File: src/hdl/lrsp_pkg.sv
/*
 * shared constants for the lite register slave port: widths, response codes,
 * storage depth and the fixed attribute values of the lite subset.
 * assumes both ends are compiled after this package.
 */
package lrsp_pkg;
    localparam int LRSP_ADDR_W = 12;
    localparam int LRSP_DATA_W = 32;
    localparam int LRSP_STRB_W = LRSP_DATA_W / 8;
    localparam int LRSP_ID_W = 4;
    localparam int LRSP_PROT_W = 3;
    localparam int LRSP_WORDS = 16;
    localparam int LRSP_IDX_W = 4;
    localparam int LRSP_IDX_LSB = 2;
    localparam logic [1:0] LRSP_RESP_OKAY = 2'h0;
    localparam logic [1:0] LRSP_RESP_EXOKAY = 2'h1;
    localparam logic [1:0] LRSP_RESP_SLVERR = 2'h2;
    localparam logic [3:0] LRSP_CACHE_FIXED = 4'h0;
    localparam logic LRSP_LOCK_NORMAL = 1'b0;
    localparam logic LRSP_LAST_FIXED = 1'b1;
    localparam logic [LRSP_DATA_W-1:0] LRSP_DATA_ZERO = 32'h0000_0000;
    localparam logic [LRSP_ADDR_W-1:0] LRSP_ADDR_ZERO = 12'h000;
    localparam logic [LRSP_ID_W-1:0] LRSP_ID_ZERO = 4'h0;
    localparam logic [LRSP_STRB_W-1:0] LRSP_STRB_ZERO = 4'h0;
    localparam logic [LRSP_PROT_W-1:0] LRSP_PROT_ZERO = 3'h0;

    typedef enum logic [1:0] {
        LRSP_MST_IDLE = 2'b00,
        LRSP_MST_WRITE = 2'b01,
        LRSP_MST_READ = 2'b10
    } lrsp_mst_state_e;
endpackage

File: src/hdl/lrsp_if.sv
/*
 * five-channel lite register link between a master end and the slave end.
 * assumes one clock and a synchronous active-high reset shared by both ends.
 */
`timescale 1ns/100ps
interface lrsp_if
    import lrsp_pkg::*;
(
    input wire logic clk_sys,
    input wire logic reset
);
    logic awvalid;
    logic awready;
    logic [LRSP_ADDR_W-1:0] awaddr;
    logic [LRSP_PROT_W-1:0] awprot;
    logic [LRSP_ID_W-1:0] awid;
    logic wvalid;
    logic wready;
    logic [LRSP_DATA_W-1:0] wdata;
    logic [LRSP_STRB_W-1:0] wstrb;
    logic bvalid;
    logic bready;
    logic [1:0] bresp;
    logic [LRSP_ID_W-1:0] bid;
    logic arvalid;
    logic arready;
    logic [LRSP_ADDR_W-1:0] araddr;
    logic [LRSP_PROT_W-1:0] arprot;
    logic [LRSP_ID_W-1:0] arid;
    logic rvalid;
    logic rready;
    logic [LRSP_DATA_W-1:0] rdata;
    logic [1:0] rresp;
    logic [LRSP_ID_W-1:0] rid;

    modport slave (
        input clk_sys, reset,
        input awvalid, awaddr, awprot, awid, wvalid, wdata, wstrb, bready,
        input arvalid, araddr, arprot, arid, rready,
        output awready, wready, bvalid, bresp, bid, arready, rvalid, rdata, rresp, rid
    );
    modport master (
        input clk_sys, reset,
        output awvalid, awaddr, awprot, awid, wvalid, wdata, wstrb, bready,
        output arvalid, araddr, arprot, arid, rready,
        input awready, wready, bvalid, bresp, bid, arready, rvalid, rdata, rresp, rid
    );
endinterface

File: src/hdl/lrsp_slave.sv
/*
 * slave end: a small word memory behind the lite link, with id reflection.
 * assumes the master keeps valid and payload steady until ready and sends
 * only single-beat full-width transfers; user side sees a write pulse.
 */
// What this block does
// - every transfer is a single beat
// - data bus fixed at 32 bits
// - accesses non-modifiable, non-bufferable
// - normal accesses only, no exclusives
// - never answer with exclusive okay
// - every data beat is the last
// - master supplies correct byte strobes
// - slave may honour, ignore or reject strobes
// - memory storage honours every strobe pattern
// - all-zero strobe write still gets response
// - outstanding count limited by holding ready low
// - responses return in address order
// - id of address returned with response
// - read data never interleaved
// - wide slave treats accesses full width
// - adapter needed for non-subset masters
// - direct full link only with subset traffic
`timescale 1ns/100ps
module lrsp_slave
    import lrsp_pkg::*;
(
    lrsp_if.slave bus,
    output logic [LRSP_DATA_W-1:0] word0_q,
    output logic wr_event_q
);
    // address and data are caught separately, so a master that sends one
    // channel ahead of the other is still served; the write lands on the
    // edge where the second half arrives, which keeps the response one
    // cycle behind the later of the two handshakes
    logic aw_rdy_q, aw_rdy_d, aw_full_q, aw_full_d;
    logic [LRSP_ADDR_W-1:0] aw_addr_q, aw_addr_d;
    logic [LRSP_ID_W-1:0] aw_id_q, aw_id_d;
    logic w_rdy_q, w_rdy_d, w_full_q, w_full_d;
    logic [LRSP_DATA_W-1:0] w_data_q, w_data_d;
    logic [LRSP_STRB_W-1:0] w_strb_q, w_strb_d;
    logic [LRSP_DATA_W-1:0] mem_q [LRSP_WORDS];
    logic [LRSP_DATA_W-1:0] mem_d [LRSP_WORDS];
    logic bvalid_q, bvalid_d;
    logic [1:0] bresp_q, bresp_d;
    logic [LRSP_ID_W-1:0] bid_q, bid_d;
    logic ar_rdy_q, ar_rdy_d, rvalid_q, rvalid_d;
    logic [1:0] rresp_q, rresp_d;
    logic [LRSP_ID_W-1:0] rid_q, rid_d;
    logic [LRSP_DATA_W-1:0] rdata_q, rdata_d, word0_d;
    logic wr_event_d;
    logic aw_hs, w_hs, ar_hs, commit;
    logic [LRSP_ADDR_W-1:0] wr_addr;
    logic [LRSP_ID_W-1:0] wr_id;
    logic [LRSP_DATA_W-1:0] wr_data;
    logic [LRSP_STRB_W-1:0] wr_strb;

    function automatic logic [LRSP_IDX_W-1:0] word_index(input logic [LRSP_ADDR_W-1:0] a);
        word_index = a[LRSP_IDX_LSB +: LRSP_IDX_W];
    endfunction

    // lanes with a clear strobe keep their old byte; an all-clear strobe
    // leaves the word untouched but the write is still answered
    function automatic logic [LRSP_DATA_W-1:0] merge_bytes(
            input logic [LRSP_DATA_W-1:0] old_word,
            input logic [LRSP_DATA_W-1:0] new_word,
            input logic [LRSP_STRB_W-1:0] strb);
        merge_bytes = old_word;
        for (int b = 0; b < LRSP_STRB_W; b++) begin
            if (strb[b]) begin
                merge_bytes[b*8 +: 8] = new_word[b*8 +: 8];
            end
        end
    endfunction

    assign aw_hs = bus.awvalid && aw_rdy_q;
    assign w_hs = bus.wvalid && w_rdy_q;
    assign ar_hs = bus.arvalid && ar_rdy_q;
    assign wr_addr = aw_full_q ? aw_addr_q : bus.awaddr;
    assign wr_id = aw_full_q ? aw_id_q : bus.awid;
    assign wr_data = w_full_q ? w_data_q : bus.wdata;
    assign wr_strb = w_full_q ? w_strb_q : bus.wstrb;
    assign commit = (aw_full_q || aw_hs) && (w_full_q || w_hs) && !bvalid_q;

    assign bus.awready = aw_rdy_q;
    assign bus.wready = w_rdy_q;
    assign bus.arready = ar_rdy_q;
    assign bus.bvalid = bvalid_q;
    assign bus.bresp = bresp_q;
    assign bus.bid = bid_q;
    assign bus.rvalid = rvalid_q;
    assign bus.rresp = rresp_q;
    assign bus.rid = rid_q;
    assign bus.rdata = rdata_q;

    always_comb begin
        aw_full_d = (aw_full_q || aw_hs) && !commit;
        aw_addr_d = aw_hs ? bus.awaddr : aw_addr_q;
        aw_id_d = aw_hs ? bus.awid : aw_id_q;
        w_full_d = (w_full_q || w_hs) && !commit;
        w_data_d = w_hs ? bus.wdata : w_data_q;
        w_strb_d = w_hs ? bus.wstrb : w_strb_q;
        // readys come from flops, so each half is refused once caught and
        // both stay low while a response waits: one write in flight at most
        aw_rdy_d = !aw_full_d && !bvalid_d;
        w_rdy_d = !w_full_d && !bvalid_d;
    end

    always_ff @(posedge bus.clk_sys) begin
        if (bus.reset) begin
            aw_rdy_q <= 1'b0;
            aw_full_q <= 1'b0;
            aw_addr_q <= LRSP_ADDR_ZERO;
            aw_id_q <= LRSP_ID_ZERO;
            w_rdy_q <= 1'b0;
            w_full_q <= 1'b0;
            w_data_q <= LRSP_DATA_ZERO;
            w_strb_q <= LRSP_STRB_ZERO;
        end else begin
            aw_rdy_q <= aw_rdy_d;
            aw_full_q <= aw_full_d;
            aw_addr_q <= aw_addr_d;
            aw_id_q <= aw_id_d;
            w_rdy_q <= w_rdy_d;
            w_full_q <= w_full_d;
            w_data_q <= w_data_d;
            w_strb_q <= w_strb_d;
        end
    end

    // attributes of the lite subset are fixed, so no cache, lock or last
    // field is decoded and every beat is a whole transfer
    always_comb begin
        mem_d = mem_q;
        bvalid_d = bvalid_q;
        bresp_d = bresp_q;
        bid_d = bid_q;
        if (bvalid_q && bus.bready) begin
            bvalid_d = 1'b0;
        end
        if (commit) begin
            mem_d[word_index(wr_addr)] = merge_bytes(mem_q[word_index(wr_addr)],
                wr_data, wr_strb);
            bvalid_d = 1'b1;
            bresp_d = LRSP_RESP_OKAY;
            bid_d = wr_id;
        end
    end

    always_ff @(posedge bus.clk_sys) begin
        if (bus.reset) begin
            for (int i = 0; i < LRSP_WORDS; i++) begin
                mem_q[i] <= LRSP_DATA_ZERO;
            end
            bvalid_q <= 1'b0;
            bresp_q <= LRSP_RESP_OKAY;
            bid_q <= LRSP_ID_ZERO;
        end else begin
            mem_q <= mem_d;
            bvalid_q <= bvalid_d;
            bresp_q <= bresp_d;
            bid_q <= bid_d;
        end
    end

    always_comb begin
        rvalid_d = rvalid_q;
        rresp_d = rresp_q;
        rid_d = rid_q;
        rdata_d = rdata_q;
        if (rvalid_q && bus.rready) begin
            rvalid_d = 1'b0;
        end
        if (ar_hs) begin
            rvalid_d = 1'b1;
            rresp_d = LRSP_RESP_OKAY;
            rid_d = bus.arid;
            rdata_d = mem_q[word_index(bus.araddr)];
        end
        // the read address is refused while a beat waits, so beats never interleave
        ar_rdy_d = !rvalid_d;
    end

    always_ff @(posedge bus.clk_sys) begin
        if (bus.reset) begin
            ar_rdy_q <= 1'b0;
            rvalid_q <= 1'b0;
            rresp_q <= LRSP_RESP_OKAY;
            rid_q <= LRSP_ID_ZERO;
            rdata_q <= LRSP_DATA_ZERO;
        end else begin
            ar_rdy_q <= ar_rdy_d;
            rvalid_q <= rvalid_d;
            rresp_q <= rresp_d;
            rid_q <= rid_d;
            rdata_q <= rdata_d;
        end
    end

    // user side: word 0 and a pulse for every answered write, empty strobes included
    always_comb begin
        word0_d = mem_d[0];
        wr_event_d = commit;
    end

    always_ff @(posedge bus.clk_sys) begin
        if (bus.reset) begin
            word0_q <= LRSP_DATA_ZERO;
            wr_event_q <= 1'b0;
        end else begin
            word0_q <= word0_d;
            wr_event_q <= wr_event_d;
        end
    end
endmodule

File: src/flat_wrapper.sv
// flat-port wrapper written by rule: the top's interface ports become plain ports
module lrsp_slave_flat import lrsp_pkg::*;
  (word0_q, wr_event_q, clk_sys, reset, bus_awvalid, bus_awaddr, bus_awprot, bus_awid, bus_wvalid, bus_wdata, bus_wstrb, bus_bready, bus_arvalid, bus_araddr, bus_arprot, bus_arid, bus_rready, bus_awready, bus_wready, bus_bvalid, bus_bresp, bus_bid, bus_arready, bus_rvalid, bus_rdata, bus_rresp, bus_rid);
  lrsp_if bus_i (.clk_sys(clk_sys), .reset(reset));
  output logic [LRSP_DATA_W-1:0] word0_q;
  output logic wr_event_q;
  input wire logic clk_sys;
  input wire logic reset;
  input wire logic [$bits(bus_i.awvalid)-1:0] bus_awvalid;
  input wire logic [$bits(bus_i.awaddr)-1:0] bus_awaddr;
  input wire logic [$bits(bus_i.awprot)-1:0] bus_awprot;
  input wire logic [$bits(bus_i.awid)-1:0] bus_awid;
  input wire logic [$bits(bus_i.wvalid)-1:0] bus_wvalid;
  input wire logic [$bits(bus_i.wdata)-1:0] bus_wdata;
  input wire logic [$bits(bus_i.wstrb)-1:0] bus_wstrb;
  input wire logic [$bits(bus_i.bready)-1:0] bus_bready;
  input wire logic [$bits(bus_i.arvalid)-1:0] bus_arvalid;
  input wire logic [$bits(bus_i.araddr)-1:0] bus_araddr;
  input wire logic [$bits(bus_i.arprot)-1:0] bus_arprot;
  input wire logic [$bits(bus_i.arid)-1:0] bus_arid;
  input wire logic [$bits(bus_i.rready)-1:0] bus_rready;
  output wire logic [$bits(bus_i.awready)-1:0] bus_awready;
  output wire logic [$bits(bus_i.wready)-1:0] bus_wready;
  output wire logic [$bits(bus_i.bvalid)-1:0] bus_bvalid;
  output wire logic [$bits(bus_i.bresp)-1:0] bus_bresp;
  output wire logic [$bits(bus_i.bid)-1:0] bus_bid;
  output wire logic [$bits(bus_i.arready)-1:0] bus_arready;
  output wire logic [$bits(bus_i.rvalid)-1:0] bus_rvalid;
  output wire logic [$bits(bus_i.rdata)-1:0] bus_rdata;
  output wire logic [$bits(bus_i.rresp)-1:0] bus_rresp;
  output wire logic [$bits(bus_i.rid)-1:0] bus_rid;
  assign bus_i.awvalid = bus_awvalid;
  assign bus_i.awaddr = bus_awaddr;
  assign bus_i.awprot = bus_awprot;
  assign bus_i.awid = bus_awid;
  assign bus_i.wvalid = bus_wvalid;
  assign bus_i.wdata = bus_wdata;
  assign bus_i.wstrb = bus_wstrb;
  assign bus_i.bready = bus_bready;
  assign bus_i.arvalid = bus_arvalid;
  assign bus_i.araddr = bus_araddr;
  assign bus_i.arprot = bus_arprot;
  assign bus_i.arid = bus_arid;
  assign bus_i.rready = bus_rready;
  assign bus_awready = bus_i.awready;
  assign bus_wready = bus_i.wready;
  assign bus_bvalid = bus_i.bvalid;
  assign bus_bresp = bus_i.bresp;
  assign bus_bid = bus_i.bid;
  assign bus_arready = bus_i.arready;
  assign bus_rvalid = bus_i.rvalid;
  assign bus_rdata = bus_i.rdata;
  assign bus_rresp = bus_i.rresp;
  assign bus_rid = bus_i.rid;
  lrsp_slave u_core (.bus(bus_i), .word0_q(word0_q), .wr_event_q(wr_event_q));
endmodule
File: config.mk
export PLATFORM = sky130hd
export DESIGN_NAME = lrsp_slave_flat
export DESIGN_NICKNAME = d
export VERILOG_FILES = /design/src/hdl/lrsp_pkg.sv /design/src/hdl/lrsp_if.sv /design/src/hdl/lrsp_slave.sv /design/src/flat_wrapper.sv
export SDC_FILE = /design/constraint.sdc
export NUM_CORES = 1
export LEC_CHECK = 0
export BUFFER_PORTS_ARGS = -buffer_cell sky130_fd_sc_hd__buf_2
export CORE_MARGIN = 4
export CORE_UTILIZATION = 45
export DETAILED_ROUTE_END_ITERATION = 8
export PLACE_DENSITY_LB_ADDON = 0.05
export SYNTH_ARGS = -nofsm -noshare
export SYNTH_HDL_FRONTEND = slang
export SYNTH_SLANG_ARGS = --single-unit
File: constraint.sdc
create_clock -name clk_sys -period 7.3 [get_ports clk_sys]
set_clock_uncertainty 0.15 [all_clocks]
set_input_delay 0 -clock clk_sys [delete_from_list [all_inputs] [get_ports clk_sys]]
set_output_delay 0 -clock clk_sys [all_outputs]
set_load 0.05 [all_outputs]
== After elaboration in Yosys (flattened, before gate mapping) ==
Cells that the tools add are included.
Storage, ports and cells
  register bits: 606
  bits in latches: 0
  memory bits (writable): 0
  memory bits (read-only): 0
  input port bits: 81
  output and inout port bits: 82
  logic and storage cells: 81
  memories kept: 0
Operators by class
  $add $sub $neg: 0
  $mul: 0
  divide/modulo/power cells: 0
  magnitude comparators: 3
  equality and inequality tests: 0
  shifts and indexed selects: 0
  mux-type cells: 25
  bitwise gates (word level): 2
  reductions and logical operators: 20
Operators with widths (number)
  bitwise mux 512 bit: 1
  binary-select mux 32 bit (select 4 bit): 2
  2-to-1 mux 32 bit: 6
  demux 32 bit (select 4 bit): 1
  2-to-1 mux 8 bit: 8
  logical AND 1 bit: 12
  greater-or-equal comparator 5 bit (second input constant): 2
  NOT 4 -> 5 bit: 2
  2-to-1 mux 4 bit: 2
  zero test 1 bit: 6
  2-to-1 mux 6 bit: 1
  < comparator 5 x 1 -> 1 bit (second input constant): 1
  2-to-1 mux 1 bit: 4
  logical OR 1 bit: 2

== Logic depth before layout (Yosys ltp) ==
Gate-level depths: netlist (run 1).
  depth after elaboration: 8
  gate-level depth with buffers: 11
  depth with buffers taken out: 5

== Worst setup path after synthesis (run 1) ==
Ideal clock, no wire load.
  path kind: reg2reg
  from: reg u_core.aw_rdy_q, in the netlist u_core.bus.awready
  to: reg u_core.mem_q[376] in the netlist's numbering
  library setup time: 0.148 ns
  arrival: 2.238 ns
  data required time: 7.002 ns
  setup slack: 4.764 ns
  cell stages (with the launch flop): 8
  buffers on the path: 2
  period minus slack after synthesis: 2.536 ns
  cell sequence: dfxtp_1 > nand2_1 > o31ai_1 > buf_4 > nand3_1 > clkbuf_1 > nand3b_1 > o221ai_1
Between the ends
  cells in the longest elaborated chain, start to end: 4
RTL lines
  start, declared: line lrsp_slave.sv:36  | logic aw_rdy_q, aw_rdy_d, aw_full_q, aw_full_d;
  start signal, assigned: line lrsp_slave.sv:120  | aw_rdy_q <= aw_rdy_d;
  logical AND 1 bit: line lrsp_slave.sv:76  | assign aw_hs = bus.awvalid && aw_rdy_q;
  logical OR 1 bit: line lrsp_slave.sv:83  | assign commit = (aw_full_q || aw_hs) && (w_full_q || w_hs) && !bvalid_q;
  logical AND 1 bit (2 in a row): line lrsp_slave.sv:83
  end signal, assigned: line lrsp_slave.sv:159  | mem_q <= mem_d;
  end, declared: line lrsp_slave.sv:42  | logic [LRSP_DATA_W-1:0] mem_q [LRSP_WORDS];
Every way passes these cells.
A chain may end at the register's enable or synchronous reset.

== Worst setup path in the final report (run 1) ==
  from: reg u_core.aw_full_q
  to: reg u_core.mem_q[82] in the netlist's numbering
Between the ends
  cells in the longest elaborated chain, start to end: 8
  elaborated cells on any way between the ends: 16
RTL lines
  start, declared: line lrsp_slave.sv:36
  start signal, assigned: line lrsp_slave.sv:121  | aw_full_q <= aw_full_d;
  2-to-1 mux 6 bit: line lrsp_slave.sv:79  | assign wr_addr = aw_full_q ? aw_addr_q : bus.awaddr;
  NOT 4 -> 5 bit (implied by the code): line lrsp_slave.sv:142  | mem_d[word_index(wr_addr)] = merge_bytes(mem_q[word_index(wr_addr)],
  binary-select mux 32 bit (select 4 bit): line lrsp_slave.sv:142
  2-to-1 mux 32 bit (implied by the code) (2 in a row): line lrsp_slave.sv:142
  2-to-1 mux 8 bit: line lrsp_slave.sv:70  | if (strb[b]) begin
  2-to-1 mux 8 bit: line lrsp_slave.sv:141  | if (commit) begin
  bitwise mux 512 bit: line lrsp_slave.sv:142
Parallel ways exist; a longest one is shown, timed or not. The select of a mux whose other input is x is not followed.

==> flow_summary.yaml, run 1 <==
timing:
  rsz0062_at_grt: "false"
  max_slew_margin_pct: 12.9
  timing.final.ws_setup_ps: 2950
  hold_viol: 0
  fmax_mhz: 230
  setup_tns_ps: 0
  slew_violations: 0
  setup_violations: 0
  worst_pin_slew_ps: 1270
  finalCritPeriodShare_pct: 59.6
  layout_min_cycle_time_ps: 4350
power:
  combPwrFrac_pct: 9.5
  p_int_mw: 5.64
  switching_share_pct: 27.0
  ir_drop_mv: 0.149
  power.density_nw_per_um2: 203
  leakagePower_nw: 11.9
  switching_power_mw: 2.08
  p_seq_share_pct: 43.3
  power_frac_clock_pct: 47.2
worst_setup_path:
  crit_chain: "buf_4 > o21ai_4 > buf_4 > nand3_4 > nand3b_1 > o221ai_2"
  cpMostUsedCell: "buf_4"
  arrival_ps: 4660
  critPathKind: "reg -> reg"
  crit_slowest_cell: "nand3_4"
  crit_path_end_kind: "register"
  critPathRequiredTime_ps: 7610
  path_buf_inv: 2
  slowest_delay_ps: 1030
  worstPathMaxFanout: 64
  cp_top_family: "simple AND/OR/NAND/NOR gates"
  critPathLaunchType: "register"
global_routing:
  overflow: 0
  grt_max_degree: 254
  grt_use_total_pct: 35.5
  grt_pass1_wl_um: 220000
  antenna_found_initial: 2
  grt_pass1_vias: 31700
clock_network:
  root_buffer: "clkbuf_16"
  cts_buffers: 72
  clock_path_buffers: 3
  cts.htree.levels: 3
  cts_sinks: 604
  postCtsSetupRepairBufs: 0
  path_clk_slew_ps: 60
  clk_latency_ps: 630
  cts_tree: "built"
yosys:
  synth.distinct_cells: 47
  syn_inst: 3410
  synth_area_per_cell_um2: 10.2
  synth-seq-area-share_pct: 34.7
  synth_top_area_share_pct: 34.7
  async_reset_ff_share_pct: 0
  ys.flop_type: "dfxtp_1"
  synth-edff-count: 0
  synth_seq_cells: 604
  synth.area.top_cells: "dfxtp_1 35%, nand3b_1 11%, o221ai_1 11%, mux4_2 10%, o21a_1 10%"
  synth_area_um2: 34900
  synth_warnings: 0
  yosysTopAreaCell: "dfxtp_1"
final_layout:
  final_nets: 3331
  drive_above_1_share_pct: 18.2
  final_common_cell: "dfxtp_1"
  final_cell_mix: "603 x dfxtp_1, 514 x nand3b_1, 472 x o21a_1"
  area_delta_synth_final_pct: 9.39
  fin_area_um2: 38100
die:
  core_um2: 76300
  chipHeight_um: 286
  fp.dieArea_um2: 82000
  floorplan.initialDensity_pct: 45.7
  fp-row-count: 101
  ioPinCount: 163
  die_w_um: 286
place:
  placed_cell_area_um2: 34900
  place_ws_ps: 3120
  hpwl_um: 77900
  portBuffers: 136
  gp_congestion: 0.836
route:
  vias: 32300
  via_per_inst: 7.46
  routedWlPerCell_um: 34.9
  ant_nets: 0
  drcViolationCount: 0
  first_pass_iters: 6
  first_iter_violations: 4431
  routed_wl_um: 151000
status:
  status: "finished clean"
flow_run:
  maxCapViolCount: 0
min_path:
  hp-class: "in -> reg"
## synth_stat cells, drive strengths merged, types with 27 or more instances
cell and number:
o21ai 52, a2111oi 27, a22o 32, nand3 54, a21oi 52, o41ai 98, o21a 472, nand3b 514
o221ai 512, dfxtp 604, nand2b 36, mux4 160, nand2 190, clkbuf 259, buf 243
## through the flow
step	hold slack [ps]	instances	power [mW]	util [%]
6_report	42.6	4335	7.72	50.0
2_1_floorplan	-14.0	3413	3.83	-
3_5_place_dp	110	4114	4.09	45.7
4_1_cts	18.2	4334	7.73	49.9
3_3_place_gp	106	4114	4.08	45.7
5_1_grt	39.1	4334	7.89	49.9
## path summary, 6_finish.rpt
check,startpoint,to,slack (ps),cells past startpoint
max,u_core.aw_full_q$_SDFF_PP0_,u_core.mem_q[82]$_SDFFE_PP0P_,2950,6
min,bus_wdata[2],u_core.w_data_q[2]$_SDFFE_PP0P_,40,4
max reg2reg,u_core.aw_full_q$_SDFF_PP0_,u_core.mem_q[82]$_SDFFE_PP0P_,2950,6
min reg2reg,u_core.w_data_q[13]$_SDFFE_PP0P_,u_core.w_data_q[13]$_SDFFE_PP0P_,310,2
## sequential cells by signal, summed over array words and instances, names as in the netlist, 4 cells and up
register          flops
u_core.mem_q        512
u_core.bus.rdata     32
u_core.w_data_q      32
u_core.aw_addr_q      4
u_core.aw_id_q        4
u_core.bus.bid        4
u_core.bus.rid        4
u_core.w_strb_q       4
## logic make-up after synthesis
kind of cell | synth area share, %
AOI/OAI and AO/OA | 31.5
buffers and inverters | 7.22
DFF | 34.7
muxes | 10.6
other | 0.0108
and+or+nand+nor | 16.0
## what timing repair did
action                                 4_1_cts  5_1_grt
endpoints found under the hold margin      178        0
hold buffers                                92        0
gates resized for setup                      0        0
## layout make-up
type | count | area (µm²)
Clock buffer | 121 | 2250
Antenna cell | 1 | 2.50
Sequential cell | 604 | 12100
Tap cell | 1030 | 1290
Multi-Input combinational cell | 2307 | 20400
Fill cell | 6865 | 38200
Clock inverter | 7 | 71.3
Timing Repair Buffer | 265 | 2000
## worst min-delay path: stages
cell	delay, ps
dlygate4sd3_1	530
buf_2	130
nand2_1	50
a21oi_1	50
## metal layers
metal  GRT usage (%)  vias to the layer above  wire (µm)
met2            53.8                     2140      65400
li1                -                    13400          -
met1            47.2                    16300      61600
met3            8.58                      515      15400
met5               0                        -         13
met4            18.1                        2       8970
## power by group through the flow
stage | clock network [mW] | logic, mW | registers [mW]
floorplan | 0 | 0.409 | 3.42
global placement | 0 | 0.665 | 3.41
detailed placement | 0 | 0.671 | 3.41
CTS | 3.68 | 0.710 | 3.34
global route | 3.79 | 0.749 | 3.34
finish | 3.64 | 0.735 | 3.34
Power figures use the tool's default switching activity.
==> run 2, diff against run 1 <==
Settings changed: ABC_AREA set to 1.
Clock period 7.3 ns to 4.4 ns, I/O delays scaled along.
==> run 2 against run 1 <==
- hold slack worse by 25 ps
- area after synthesis shrank 11%
- non-clock buffer count increased by 45
- setup slack worse by 1900 ps
- final area down 8.4%
- register-to-register slack lost 1900 ps
- largest cell class unchanged
- critical path type unchanged
==> flow_summary.yaml, run 2 <==
die:
  ioPinCount: 163
  fp-row-count: 95
  fp.dieArea_um2: 73200
  die_w_um: 271
  chipHeight_um: 271
  core_um2: 67800
  floorplan.initialDensity_pct: 45.8
yosys:
  synth_seq_cells: 604
  syn_inst: 4718
  yosysTopAreaCell: "dfxtp_1"
  synth_warnings: 0
  synth-edff-count: 0
  synth_compound_area_share_pct: 28.1
  async_reset_ff_share_pct: 0
  synth.top_cells.by_count: "1201 x nand2_1, 827 x o21ai_0, 604 x dfxtp_1"
  synthMuxAreaShare_pct: 0.129
  synth_xor_area_share_pct: 0
  synth_top_area_share_pct: 39.0
  synth.most_common_cell: "nand2_1"
  synth.distinct_cells: 27
  synth_area_per_cell_um2: 6.57
  ys.flop_type: "dfxtp_1"
  synth.area.top_cells: "dfxtp_1 39%, nand2_1 15%, o21ai_0 13%, a21oi_1 9.5%, nand3_1 4.9%"
  synth_area_um2: 31000
  synth-simple-area-share_pct: 24.6
  synth_top_family_by_area: "compound AO/OA/AOI/OAI gates"
  synthAdderAreaFrac_pct: 0
  synth-seq-area-share_pct: 39.0
place:
  portBuffers: 136
  dp_cells: 5347
  hpwl_um: 67100
  gp_congestion: 0.823
min_path:
  min_path_cells: 5
  hp-class: "in -> reg"
  hp-start: "bus_arvalid"
worst_setup_path:
  crit_path_end_kind: "register"
  critPathKind: "reg -> reg"
  cpMostUsedCell: "nand2_1"
  crit_path_start: "u_core.bus.awready$_SDFF_PP0_"
  arrival_ps: 3720
  critPathLaunchType: "register"
  crit_slowest_cell: "nor2_4"
  slowest_delay_ps: 560
  cp-endpoint: "u_core.mem_q[134]$_SDFFE_PP0P_"
  cp_top_family: "simple AND/OR/NAND/NOR gates"
  crit_chain: "nand2_1 > inv_1 > nor2_1 > nor3_2 > nand2_1 > nor2_4 > buf_12 > o21ai_0 > a21oi_1"
  critPathRequiredTime_ps: 4780
  r2r-start: "u_core.bus.awready$_SDFF_PP0_"
  worstPathMaxFanout: 46
  r2r_cells: 9
  path_buf_inv: 2
  worstReg2RegEnd: "u_core.mem_q[134]$_SDFFE_PP0P_"
  crit_cells: 9
  r2r_setup_slack_ps: 1060
global_routing:
  antenna_found_initial: 0
  overflow: 0
  grt_max_degree: 160
  grt_use_total_pct: 31.8
  grt_pass1_vias: 30000
  grt_pass1_wl_um: 184000
clock_network:
  cts_buffers: 70
  cts_sinks: 604
  cts.htree.levels: 3
  root_buffer: "clkbuf_16"
  clock_path_buffers: 3
  postCtsSetupRepairBufs: 0
  clk_latency_ps: 610
  cts_tree: "built"
  path_clk_slew_ps: 60
final_layout:
  fillCellCount: 6906
  final_core_util_pct: 51.5
  final_cell_mix: "1196 x nand2_1, 827 x o21ai_0, 603 x dfxtp_1"
  largest_register: "u_core.mem_q"
  n_antenna_cell: 0
  stdcell_count: 5547
  area_delta_synth_final_pct: 12.6
  multi_input_area_um2: 16500
  final_nets: 4703
  seq_area_um2: 12100
  largest_reg_flops: 512
  drive_above_1_share_pct: 8.88
  final_common_cell: "nand2_1"
power:
  leakagePower_nw: 15.2
  switching_power_mw: 4.02
  ir_drop_mv: 0.327
  power_frac_clock_pct: 43.5
  p_seq_share_pct: 41.6
  power.density_nw_per_um2: 389
  switching_share_pct: 29.6
  combPwrFrac_pct: 14.8
  p_int_mw: 9.56
timing:
  max_slew_margin_pct: 26.8
  hold_viol: 0
  finalCritPeriodShare_pct: 75.9
  setup_tns_ps: 0
  slew_violations: 0
  fmax_mhz: 300
  rsz0062_at_grt: "false"
  worst_pin_slew_ps: 1090
  setup_violations: 0
  layout_min_cycle_time_ps: 3340
status:
  status: "finished clean"
route:
  ant_nets: 0
  via_per_inst: 5.86
  first_pass_iters: 8
  routed_wl_um: 122000
  drcViolationCount: 0
  routedWlPerCell_um: 21.9
  vias: 32500
  first_iter_violations: 3670
flow_run:
  maxCapViolCount: 0
## run 2: routing by layer
metal / GRT usage, % / routed length (µm) / vias to the layer above
li1: - / - / 15700
met3: 4.33 / 9490 / 255
met2: 50.4 / 53800 / 1432
met1: 42.9 / 51800 / 15200
met5: 0 / 0 / -
met4: 15.2 / 6610 / 0
## run 2: final cells by class
| class | count | share of cell area (%) |
|---|---|---|
| clock buffers | 109 | 6.08 |
| flip-flops and latches | 604 | 34.6 |
| clock inverters | 15 | 0.491 |
| inverters | 110 | 1.24 |
| repair buffers | 310 | 7.09 |
| multi-input cells | 3526 | 47.3 |
| well taps | 873 | 3.13 |
## run 2: how the worst min path moves through the flow
| stage | to | slack [ps] |
|---|---|---|
| detailed placement | u_core.aw_id_q[2]$_SDFFE_PP0P_ | 100 |
| floorplan | u_core.aw_id_q[0]$_SDFFE_PP0P_ | -20 |
| CTS | u_core.w_data_q[16]$_SDFFE_PP0P_ | 2 |
| global route | u_core.w_data_q[13]$_SDFFE_PP0P_ | 30 |
| finish | u_core.bus.rid[2]$_SDFFE_PP0P_ | 20 |
| global placement | u_core.bus.rid[3]$_SDFFE_PP0P_ | 100 |
## run 2: through the flow
stage | setup WS (ps) | hold WS, ps | total power, mW | instance area (µm²)
finish | 1060 | 17.1 | 13.6 | 34900
global route | 814 | 26.6 | 14.0 | 34900
CTS | 1120 | 2.37 | 13.6 | 34900
detailed placement | 1140 | 102 | 7.69 | 31900
global placement | 1180 | 99.9 | 7.68 | 31900
floorplan | 2000 | -22.4 | 7.00 | 31000
## run 2: cell families (layout without fill, tap and decap cells)
family,count (synthesis),after routing
buffers and inverters,591,544
DFF,604,604
muxes,4,4
AOI/OAI and AO/OA,1610,1610
other,1,4
and+or+nand+nor,1908,1908
## run 2: tightest hold or removal path, delay by kind of cell
kind	cells	cell delay, ps
buffers and inverters	2	450
AND/OR/NAND/NOR	3	280
## run 2: power groups by stage
stage          Combinational (mW)  Sequential [mW]  Clock (mW)
3_3_place_gp                 1.91             5.77           0
6_report                     2.02             5.66        5.91
4_1_cts                      1.98             5.65        5.99
5_1_grt                      2.13             5.67        6.20
3_5_place_dp                 1.92             5.77           0
2_1_floorplan                1.13             5.86           0
## run 2: repair_timing
action / 4_1_cts / 5_1_grt
endpoints found under the hold margin: 102 / 0
resized for setup: 0 / 0
hold buffers: 76 / 0
